`src/design/cif_defines.svh`:
```
// offsets, field positions and reset values of the common interrupt flags
// assumes inclusion by bare name from design files
`ifndef CIF_DEFINES_SVH
`define CIF_DEFINES_SVH

`define CIF_ADDR_W 10
`define CIF_DATA_W 16
`define CIF_OFF_FLAGS 10'h002
`define CIF_OFF_ENABLE 10'h004
`define CIF_FLAGS_RESET 16'h0000
`define CIF_ENABLE_RESET 16'h0000
`define CIF_UPPER_RESET 4'h0
`define CIF_SOCK_RESET 8'h00
`define CIF_INTN_IDLE 1'h1
`define CIF_UPPER_HI 15
`define CIF_UPPER_LO 12
`define CIF_RSVD_HI 11
`define CIF_RSVD_LO 8
`define CIF_LOWER_HI 7
`define CIF_LOWER_LO 0
`define CIF_NUM_UPPER 4
`define CIF_NUM_SOCK 8
`define CIF_BIT_CONFLICT 3
`define CIF_BIT_UNREACH 2
`define CIF_BIT_SESSION 1
`define CIF_BIT_FRAG 0
`define CIF_LANE_MSB 1
`define CIF_LANE_LSB 0

`endif

```
`src/design/cif_pkg.sv`:
```
// types shared by the common interrupt flag block
// assumes cif_defines.svh is available on the include path
`include "cif_defines.svh"

package cif_pkg;
   typedef logic [`CIF_DATA_W-1:0] cif_word_t;
   typedef logic [`CIF_ADDR_W-1:0] cif_addr_t;
   typedef logic [`CIF_NUM_UPPER-1:0] cif_upper_t;
   typedef logic [`CIF_NUM_SOCK-1:0] cif_sock_t;
endpackage : cif_pkg

```
`src/design/cif_flag_if.sv`:
```
// interface between the flag register top and the upper flag cells
// assumes one clock domain, sys_clk
`timescale 1ns/10ps

interface cif_flag_if;
   cif_pkg::cif_upper_t setPulse;
   cif_pkg::cif_upper_t clearPulse;
   cif_pkg::cif_upper_t flags;

   modport owner
   (
      output setPulse,
      output clearPulse,
      input flags
   );

   modport cells
   (
      input setPulse,
      input clearPulse,
      output flags
   );
endinterface : cif_flag_if

```
`src/design/cif_common_flags.sv`:
```
// common interrupt flag register, enable register and interrupt line
// assumes event inputs and register port come from logic on sys_clk
//
// How it works
// - event sets flag; enabled flag pulls intN low
// - intN low while enabled flag stays set
// - upper flags cleared by writing one
// - socket flag clears when socket register empties
// - address conflict event sets bit fifteen
// - port unreachable event sets bit fourteen
// - session close sets bit thirteen in PPPoE
// - fragment size event sets bit twelve
// - socket flag n mirrors socket n pending
// - enable register per flag, resets zero
`timescale 1ns/10ps
`include "cif_defines.svh"

module cif_common_flags
(
   input wire logic sys_clk,
   input wire logic nrst,
   input wire logic [`CIF_ADDR_W-1:0] regAddr,
   input wire logic regWrEn,
   input wire logic regRdEn,
   input wire logic [1:0] regByteEn,
   input wire logic [`CIF_DATA_W-1:0] regWrData,
   output logic [`CIF_DATA_W-1:0] regRdData,
   input wire logic addrConflictEvt,
   input wire logic portUnreachEvt,
   input wire logic sessionCloseEvt,
   input wire logic pppoeModeActive,
   input wire logic fragSizeEvt,
   input wire logic [`CIF_NUM_SOCK-1:0] socketPending,
   output logic intN
);

   // ----------------------------------------
   // state
   // ----------------------------------------
   cif_flag_if flagBus();
   cif_pkg::cif_sock_t sockFlags;
   cif_pkg::cif_sock_t next_sockFlags;
   cif_pkg::cif_word_t enable;
   cif_pkg::cif_word_t next_enable;
   cif_pkg::cif_word_t next_regRdData;
   cif_pkg::cif_word_t flagWord;
   cif_pkg::cif_upper_t setPulse;
   cif_pkg::cif_upper_t clearPulse;
   logic next_intN;
   logic hitFlags;
   logic hitEnable;
   logic anyActive;
   logic wrFlagsHi;
   logic wrEnable;
   logic rdFlags;
   logic rdEnable;

   // ----------------------------------------
   // address decode
   // ----------------------------------------
   always_comb
   begin
      hitFlags = (regAddr == `CIF_OFF_FLAGS);
      hitEnable = (regAddr == `CIF_OFF_ENABLE);
   end

   // ----------------------------------------
   // write and read strobes
   // ----------------------------------------
   always_comb
   begin
      wrFlagsHi = regWrEn & hitFlags & regByteEn[`CIF_LANE_MSB];
      wrEnable = regWrEn & hitEnable;
      rdFlags = regRdEn & hitFlags;
      rdEnable = regRdEn & hitEnable;
   end

   // ----------------------------------------
   // upper byte events and clears
   // ----------------------------------------
   always_comb
   begin
      setPulse = '0;
      setPulse[`CIF_BIT_CONFLICT] = addrConflictEvt;
      setPulse[`CIF_BIT_UNREACH] = portUnreachEvt;
      setPulse[`CIF_BIT_SESSION] = sessionCloseEvt & pppoeModeActive;
      setPulse[`CIF_BIT_FRAG] = fragSizeEvt;
      clearPulse = '0;
      if (wrFlagsHi)
      begin
         // only ones clear; lower and reserved bits untouched
         clearPulse = regWrData[`CIF_UPPER_HI:`CIF_UPPER_LO];
      end
   end

   assign flagBus.setPulse = setPulse;
   assign flagBus.clearPulse = clearPulse;

   cif_upper_flags u_upper
   (
      .sys_clk(sys_clk),
      .nrst(nrst),
      .flagBus(flagBus)
   );

   // ----------------------------------------
   // socket summary flags
   // ----------------------------------------
   always_comb
   begin
      // follow each socket register, set and auto clear
      next_sockFlags = socketPending;
   end

   always_ff @(posedge sys_clk)
   begin
      if (!nrst)
      begin
         sockFlags <= `CIF_SOCK_RESET;
      end
      else
      begin
         sockFlags <= next_sockFlags;
      end
   end

   // ----------------------------------------
   // flag word
   // ----------------------------------------
   always_comb
   begin
      flagWord = '0; // reserved bits stay zero
      flagWord[`CIF_UPPER_HI:`CIF_UPPER_LO] = flagBus.flags;
      flagWord[`CIF_LOWER_HI:`CIF_LOWER_LO] = sockFlags;
   end

   // ----------------------------------------
   // enable register
   // ----------------------------------------
   always_comb
   begin
      next_enable = enable;
      if (wrEnable)
      begin
         if (regByteEn[`CIF_LANE_MSB])
         begin
            next_enable[`CIF_UPPER_HI:`CIF_UPPER_LO] =
               regWrData[`CIF_UPPER_HI:`CIF_UPPER_LO];
         end
         if (regByteEn[`CIF_LANE_LSB])
         begin
            next_enable[`CIF_LOWER_HI:`CIF_LOWER_LO] =
               regWrData[`CIF_LOWER_HI:`CIF_LOWER_LO];
         end
      end
      next_enable[`CIF_RSVD_HI:`CIF_RSVD_LO] = '0;
   end

   always_ff @(posedge sys_clk)
   begin
      if (!nrst)
      begin
         enable <= `CIF_ENABLE_RESET;
      end
      else
      begin
         enable <= next_enable;
      end
   end

   // ----------------------------------------
   // read data
   // ----------------------------------------
   always_comb
   begin
      next_regRdData = regRdData;
      if (rdFlags)
      begin
         next_regRdData = flagWord;
      end
      else if (rdEnable)
      begin
         next_regRdData = enable;
      end
      else if (regRdEn)
      begin
         next_regRdData = '0;
      end
   end

   always_ff @(posedge sys_clk)
   begin
      if (!nrst)
      begin
         regRdData <= '0;
      end
      else
      begin
         regRdData <= next_regRdData;
      end
   end

   // ----------------------------------------
   // interrupt line
   // ----------------------------------------
   always_comb
   begin
      anyActive = |(flagWord & enable);
      next_intN = ~anyActive; // released only when no enabled flag set
   end

   always_ff @(posedge sys_clk)
   begin
      if (!nrst)
      begin
         intN <= `CIF_INTN_IDLE;
      end
      else
      begin
         intN <= next_intN;
      end
   end

endmodule : cif_common_flags

```
`src/design/cif_upper_flags.sv`:
```
// sticky write-one-to-clear flag cells for the upper byte
// assumes set and clear pulses come from logic on sys_clk
`timescale 1ns/10ps
`include "cif_defines.svh"

module cif_upper_flags
(
   input wire logic sys_clk,
   input wire logic nrst,
   cif_flag_if.cells flagBus
);

   cif_pkg::cif_upper_t flagState;
   cif_pkg::cif_upper_t next_flagState;

   // ----------------------------------------
   // per-bit next value
   // ----------------------------------------
   genvar i;
   generate
      for (i = 0; i < `CIF_NUM_UPPER; i = i + 1)
      begin : g_cell
         always_comb
         begin
            // set wins over a coinciding clear
            next_flagState[i] = flagBus.setPulse[i] |
                                (flagState[i] & ~flagBus.clearPulse[i]);
         end
      end
   endgenerate

   // ----------------------------------------
   // registers
   // ----------------------------------------
   always_ff @(posedge sys_clk)
   begin
      if (!nrst)
         flagState <= `CIF_UPPER_RESET;
      else
         flagState <= next_flagState;
   end

   assign flagBus.flags = flagState;

endmodule : cif_upper_flags

```
`config.mk`:
```
export PLATFORM = sky130hd
export DESIGN_NAME = cif_common_flags
export DESIGN_NICKNAME = d
export VERILOG_FILES = /design/src/design/cif_pkg.sv /design/src/design/cif_flag_if.sv /design/src/design/cif_common_flags.sv /design/src/design/cif_upper_flags.sv
export VERILOG_INCLUDE_DIRS = /design/src /design/src/design
export SDC_FILE = /design/constraint.sdc
export NUM_CORES = 1
export LEC_CHECK = 0
export BUFFER_PORTS_ARGS = -buffer_cell sky130_fd_sc_hd__buf_2
export CAP_MARGIN = 15
export CORE_ASPECT_RATIO = 1.2
export CORE_MARGIN = 8
export CORE_UTILIZATION = 43
export DETAILED_ROUTE_END_ITERATION = 6
export PLACE_DENSITY = 0.87
export SLEW_MARGIN = 0
export SYNTH_ARGS = -nofsm -noshare
export SYNTH_HDL_FRONTEND = slang
export SYNTH_SLANG_ARGS = --single-unit
```
`constraint.sdc`:
```
create_clock -name sys_clk -period 1.1 [get_ports sys_clk]
set_input_delay 0 -clock sys_clk [delete_from_list [all_inputs] [get_ports sys_clk]]
set_output_delay 0 -clock sys_clk [all_outputs]
set_load 0.05 [all_outputs]
```
# After elaboration in Yosys (flattened, before gate mapping)
# Cells that the tools add are included.
[word_totals]
register_bits = 45
in_bits = 45
out_inout_bits = 17
wordCells = 41
[classes]
n_eq_ne = 2
mux = 4
bitwise = 21
reduce_logical = 6
[op_table]
columns = ["op", "count"]
rows = [
  ["16-bit 2-to-1 mux", 3],
  ["16-bit bitwise AND", 1],
  ["16-bit OR reduction", 1],
  ["1-bit bitwise AND", 10],
  ["10-bit by 2-bit == test with 1-bit output (second input constant)", 1],
  ["10-bit by 3-bit == test with 1-bit output (second input constant)", 1],
  ["1-bit NOT", 6],
  ["4-bit 2-to-1 mux", 1],
  ["1-bit bitwise OR", 4],
  ["2-bit AND reduction", 2],
  ["3-bit nonzero test", 1],
  ["2-bit nonzero test", 1],
  ["2-bit OR reduction", 1],
]

# Longest topological paths before layout
[depth]
depth_word = 7
ltp_mapped = 4

# By module
# A second synthesis with hierarchy kept.
[hier_totals]
hier_cells = 168
hier_area_um2 = 1581.5
[by_module_without_submodules]
columns = ["mod", "n_inst", "cells_each", "area_per_inst_um2", "seq_area_each_um2"]
rows = [
  ["cif_common_flags", 1, 156, 1416.4, 660.6],
  ["cif_upper_flags", 1, 12, 165.2, 80.1],
]

# Worst setup path after synthesis
# Ideal clock, no wire load.
[synth_path]
path_kind = "input-to-reg"
start = "input port regAddr[1]"
end = "register enable[0]"
setup_ns = 0.127
t_arrival_ns = 0.926
required_time_ns = 0.973
path_slack_ns = 0.047
stages = 3
path_buffers = 0
cell_sequence = "nor3b_1 nand4_2 mux2i_1"
[synth_between]
elab_chain_len = 3
[synth_lines]
columns = ["element", "line", "text"]
rows = [
  ["start, declared", "cif_common_flags.sv:22", "input wire logic [`CIF_ADDR_W-1:0] regAddr,"],
  ["10-bit by 3-bit == test with 1-bit output (no line)", "n/a", ""],
  ["1-bit bitwise AND", "cif_common_flags.sv:73", "wrEnable = regWrEn & hitEnable;"],
  ["2-bit AND reduction (no line)", "n/a", ""],
  ["end signal, assigned", "cif_common_flags.sv:163", "enable <= `CIF_ENABLE_RESET;"],
  ["end signal, assigned", "cif_common_flags.sv:167", "enable <= next_enable;"],
  ["end, declared", "cif_common_flags.sv:43", "cif_pkg::cif_word_t enable;"],
]
# No other way between the ends.
# A chain may end at the register's enable or synchronous reset.

# Worst setup path after layout
[layout_path]
start = "register sockFlags[5]"
end = "register intN"
[layout_between]
elab_chain_len = 3
[layout_lines]
columns = ["element", "line", "text"]
rows = [
  ["start, declared", "cif_common_flags.sv:41", "cif_pkg::cif_sock_t sockFlags;"],
  ["start signal, assigned", "cif_common_flags.sv:119", "sockFlags <= `CIF_SOCK_RESET;"],
  ["start signal, assigned", "cif_common_flags.sv:123", "sockFlags <= next_sockFlags;"],
  ["16-bit bitwise AND", "cif_common_flags.sv:208", "anyActive = |(flagWord & enable);"],
  ["16-bit OR reduction", "cif_common_flags.sv:208", ""],
  ["1-bit NOT", "cif_common_flags.sv:209", "next_intN = ~anyActive;"],
  ["end signal, assigned", "cif_common_flags.sv:216", "intN <= `CIF_INTN_IDLE;"],
  ["end signal, assigned", "cif_common_flags.sv:220", "intN <= next_intN;"],
  ["end, declared", "cif_common_flags.sv:34", "output logic intN"],
]
# No other way between the ends.

==> impl_metrics.yaml <==
run_status:
  outcome: "completed"
detailed_routing:
  first_pass_iters: 4
  postRouteAntennaNets: 0
  wl_per_cell_um: 16.6
  drc: 0
  totalWireLength_um: 5090
  drtIter0Drc: 113
  vias: 1689
  viasPerCell: 5.52
synthesis:
  syn-cell-area_sq_um: 1600
  yosysWarnings: 0
  yosys_register_bits: 37
  yosysSeqAreaShare_pct: 46.3
  synth_area_per_cell_sq_um: 8.99
  syn_inst: 178
  synth_cell_types: 23
global_route:
  grt_pass1_vias: 1705
  overflow: 0
  antenna_found_initial: 0
  grt_max_degree: 25
  grt.total_usage_pct: 16.9
  grt_pass1_wl_um: 8030
setup_path:
  rrSetupSlack_ps: 5
  path_class: "reg -> reg"
  arrival_ps: 1340
  required_ps: 1340
  endpoint_kind: "flop"
  start_kind: "flop"
  crit_fanout: 2
sta:
  fmax_mhz: 913
  period_minus_slack_ps: 1090
  report.final.slew_viol_count: 0
  hold_violations: 0
  fin_crit_sh_pct: 99.5
  whs_ps: 59.6
  setup_tns_ps: 0
  finalSetupViolCount: 0
  fin_ws_ps: 5.31
  clock_skew_ps: 1.96
cts:
  cts_tree: "built"
  cts.sinks: 37
  root_buffer: "clkbuf_8"
  htreeDepth: 2
  clk_pin_slew_ps: 70
  clk_latency_ps: 290
  numCtsBuffers: 5
  clk_path_buf_depth: 2
  post_cts_buffers: 0
floorplan:
  coreArea_sq_um: 3600
  die-area_sq_um: 5940
  die_width_um: 71.7
  start_util_pct: 44.4
  die_y_um: 82.8
  boundaryPins: 62
  rows: 24
layout:
  final_area_sq_um: 2370
  syn_to_final_growth_pct: 48.2
  antenna_cells: 0
  fill_cells: 273
  layout-drive-gt1-share_pct: 31.5
  finalNonFillerCells: 306
  utilization_pct: 65.8
  fin_nets: 311
power_and_ir_drop:
  p_leak_nw: 1.08
  power_mw: 2.89
  powerDensity_nw_per_um2: 1220
  peakVddDrop_mv: 0.948
run:
  max_cap_violations: 0
worst_hold_path:
  hp-class: "in -> reg"
placed_design:
  dp_hpwl_um: 3400
  placed_area_sq_um: 2010
  gp_congestion: 0.827
  dp.cells: 273
  port_buffers: 53
  dp_slack_ps: 7.64
-- cells in the final DEF (no fill, tap or decap) --
| master | n |
|---|---|
| dlygate4sd3_1 | 25 |
| a31oi_1 | 15 |
| and4_1 | 1 |
| conb_1 | 4 |
| a21oi_1 | 1 |
| buf_2 | 53 |
| nor3b_1 | 2 |
| nand2b_1 | 1 |
| and2_1 | 12 |
| buf_12 | 3 |
| nand4_1 | 25 |
| nor3_2 | 1 |
| mux2i_1 | 12 |
| a22o_1 | 3 |
| nand4_2 | 1 |
| nand2_1 | 25 |
| buf_4 | 14 |
| a221oi_2 | 2 |
| a311oi_1 | 1 |
| clkbuf_8 | 7 |
| dfxtp_1 | 37 |
| a221oi_1 | 1 |
| nor4_4 | 1 |
| o21ai_0 | 14 |
| inv_1 | 4 |
| clkinv_2 | 1 |
| a31o_2 | 1 |
-- report_power, final --
group	switching (mW)	internal, mW
clock network	0.470	0.566
registers	0.0295	1.39
logic	0.253	0.189
total	0.752	2.14
-- critical path, stage by stage, from the launching register on --
cell	delay, ps
dfxtp_1	330
a22o_1	260
a221oi_2	250
a31o_2	200
-- registers in the layout, indices dropped and copies added (netlist names) --
name                   cells
regRdData                 12
enable                    12
u_upper.flagBus.flags      4
sockFlags                  8
intN                       1
-- routing by layer --
metal	track usage, %	vias up	share of wire, %
met3	5.17	12	6.1
met5	0	-	0
met4	8.57	0	2.9
li1	-	825	-
met1	17.0	794	38
met2	30.1	58	53
-- Yosys cell counts --
| cell | instances | area (sq um) |
|---|---|---|
| clkbuf_1 | 10 | 37.5 |
| o21ai_0 | 14 | 70.1 |
| a22o_1 | 3 | 26.3 |
| nor3b_1 | 2 | 15.0 |
| and4_1 | 1 | 8.76 |
| and2_1 | 12 | 75.1 |
| a221oi_1 | 3 | 26.3 |
| dfxtp_1 | 37 | 741 |
| nor4_4 | 1 | 21.3 |
| a31oi_1 | 15 | 93.8 |
| nand2b_1 | 1 | 6.26 |
| nand2_1 | 25 | 93.8 |
| a31o_2 | 1 | 8.76 |
| a311oi_1 | 1 | 8.76 |
| conb_1 | 1 | 3.75 |
| mux2i_1 | 12 | 120 |
| inv_1 | 4 | 15.0 |
| nand4_1 | 25 | 156 |
| buf_4 | 4 | 30.0 |
| a21oi_1 | 1 | 5.00 |
| nor3_2 | 1 | 10.0 |
| buf_2 | 3 | 15.0 |
| nand4_2 | 1 | 12.5 |
-- timing repair --
action | CTS | global route
hold buffers | 25 | 0
setup endpoints to repair | 0 | 1
endpoints found under the hold margin | 24 | 0
gates resized for setup | 0 | 2
-- logic make-up (layout without fill, tap and decap cells) --
logic type | count (synthesis) | in the layout | synth area share, %
flops | 37 | 37 | 46.3
buf+inv | 21 | 107 | 6.10
other cells | 1 | 4 | 0.234
compound gates | 38 | 38 | 14.9
mux | 12 | 12 | 7.51
simple gates | 69 | 69 | 24.9
-- layout make-up --
| class | instances | area (sq um) | share of cell area [%] |
|---|---|---|---|
| timing repair buffer | 95 | 681 | 28.7 |
| clock buffer | 7 | 96.3 | 4.06 |
| clock inverter | 1 | 5.00 | 0.211 |
| sequential | 37 | 741 | 31.2 |
| multi-input combinational | 123 | 786 | 33.1 |
| inverter | 4 | 15.0 | 0.633 |
| tap | 39 | 48.8 | 2.06 |
-- worst paths after layout --
kind | start | endpoint | cells after the start
worst max-delay path | sockFlags[5] | intN | 3
worst min-delay path | regRdEn | regRdData[15] | 2
worst max register to register | sockFlags[5] | intN | 3
worst min register to register | enable[15] | enable[15] | 2
(Power assumes the default switching activity.)
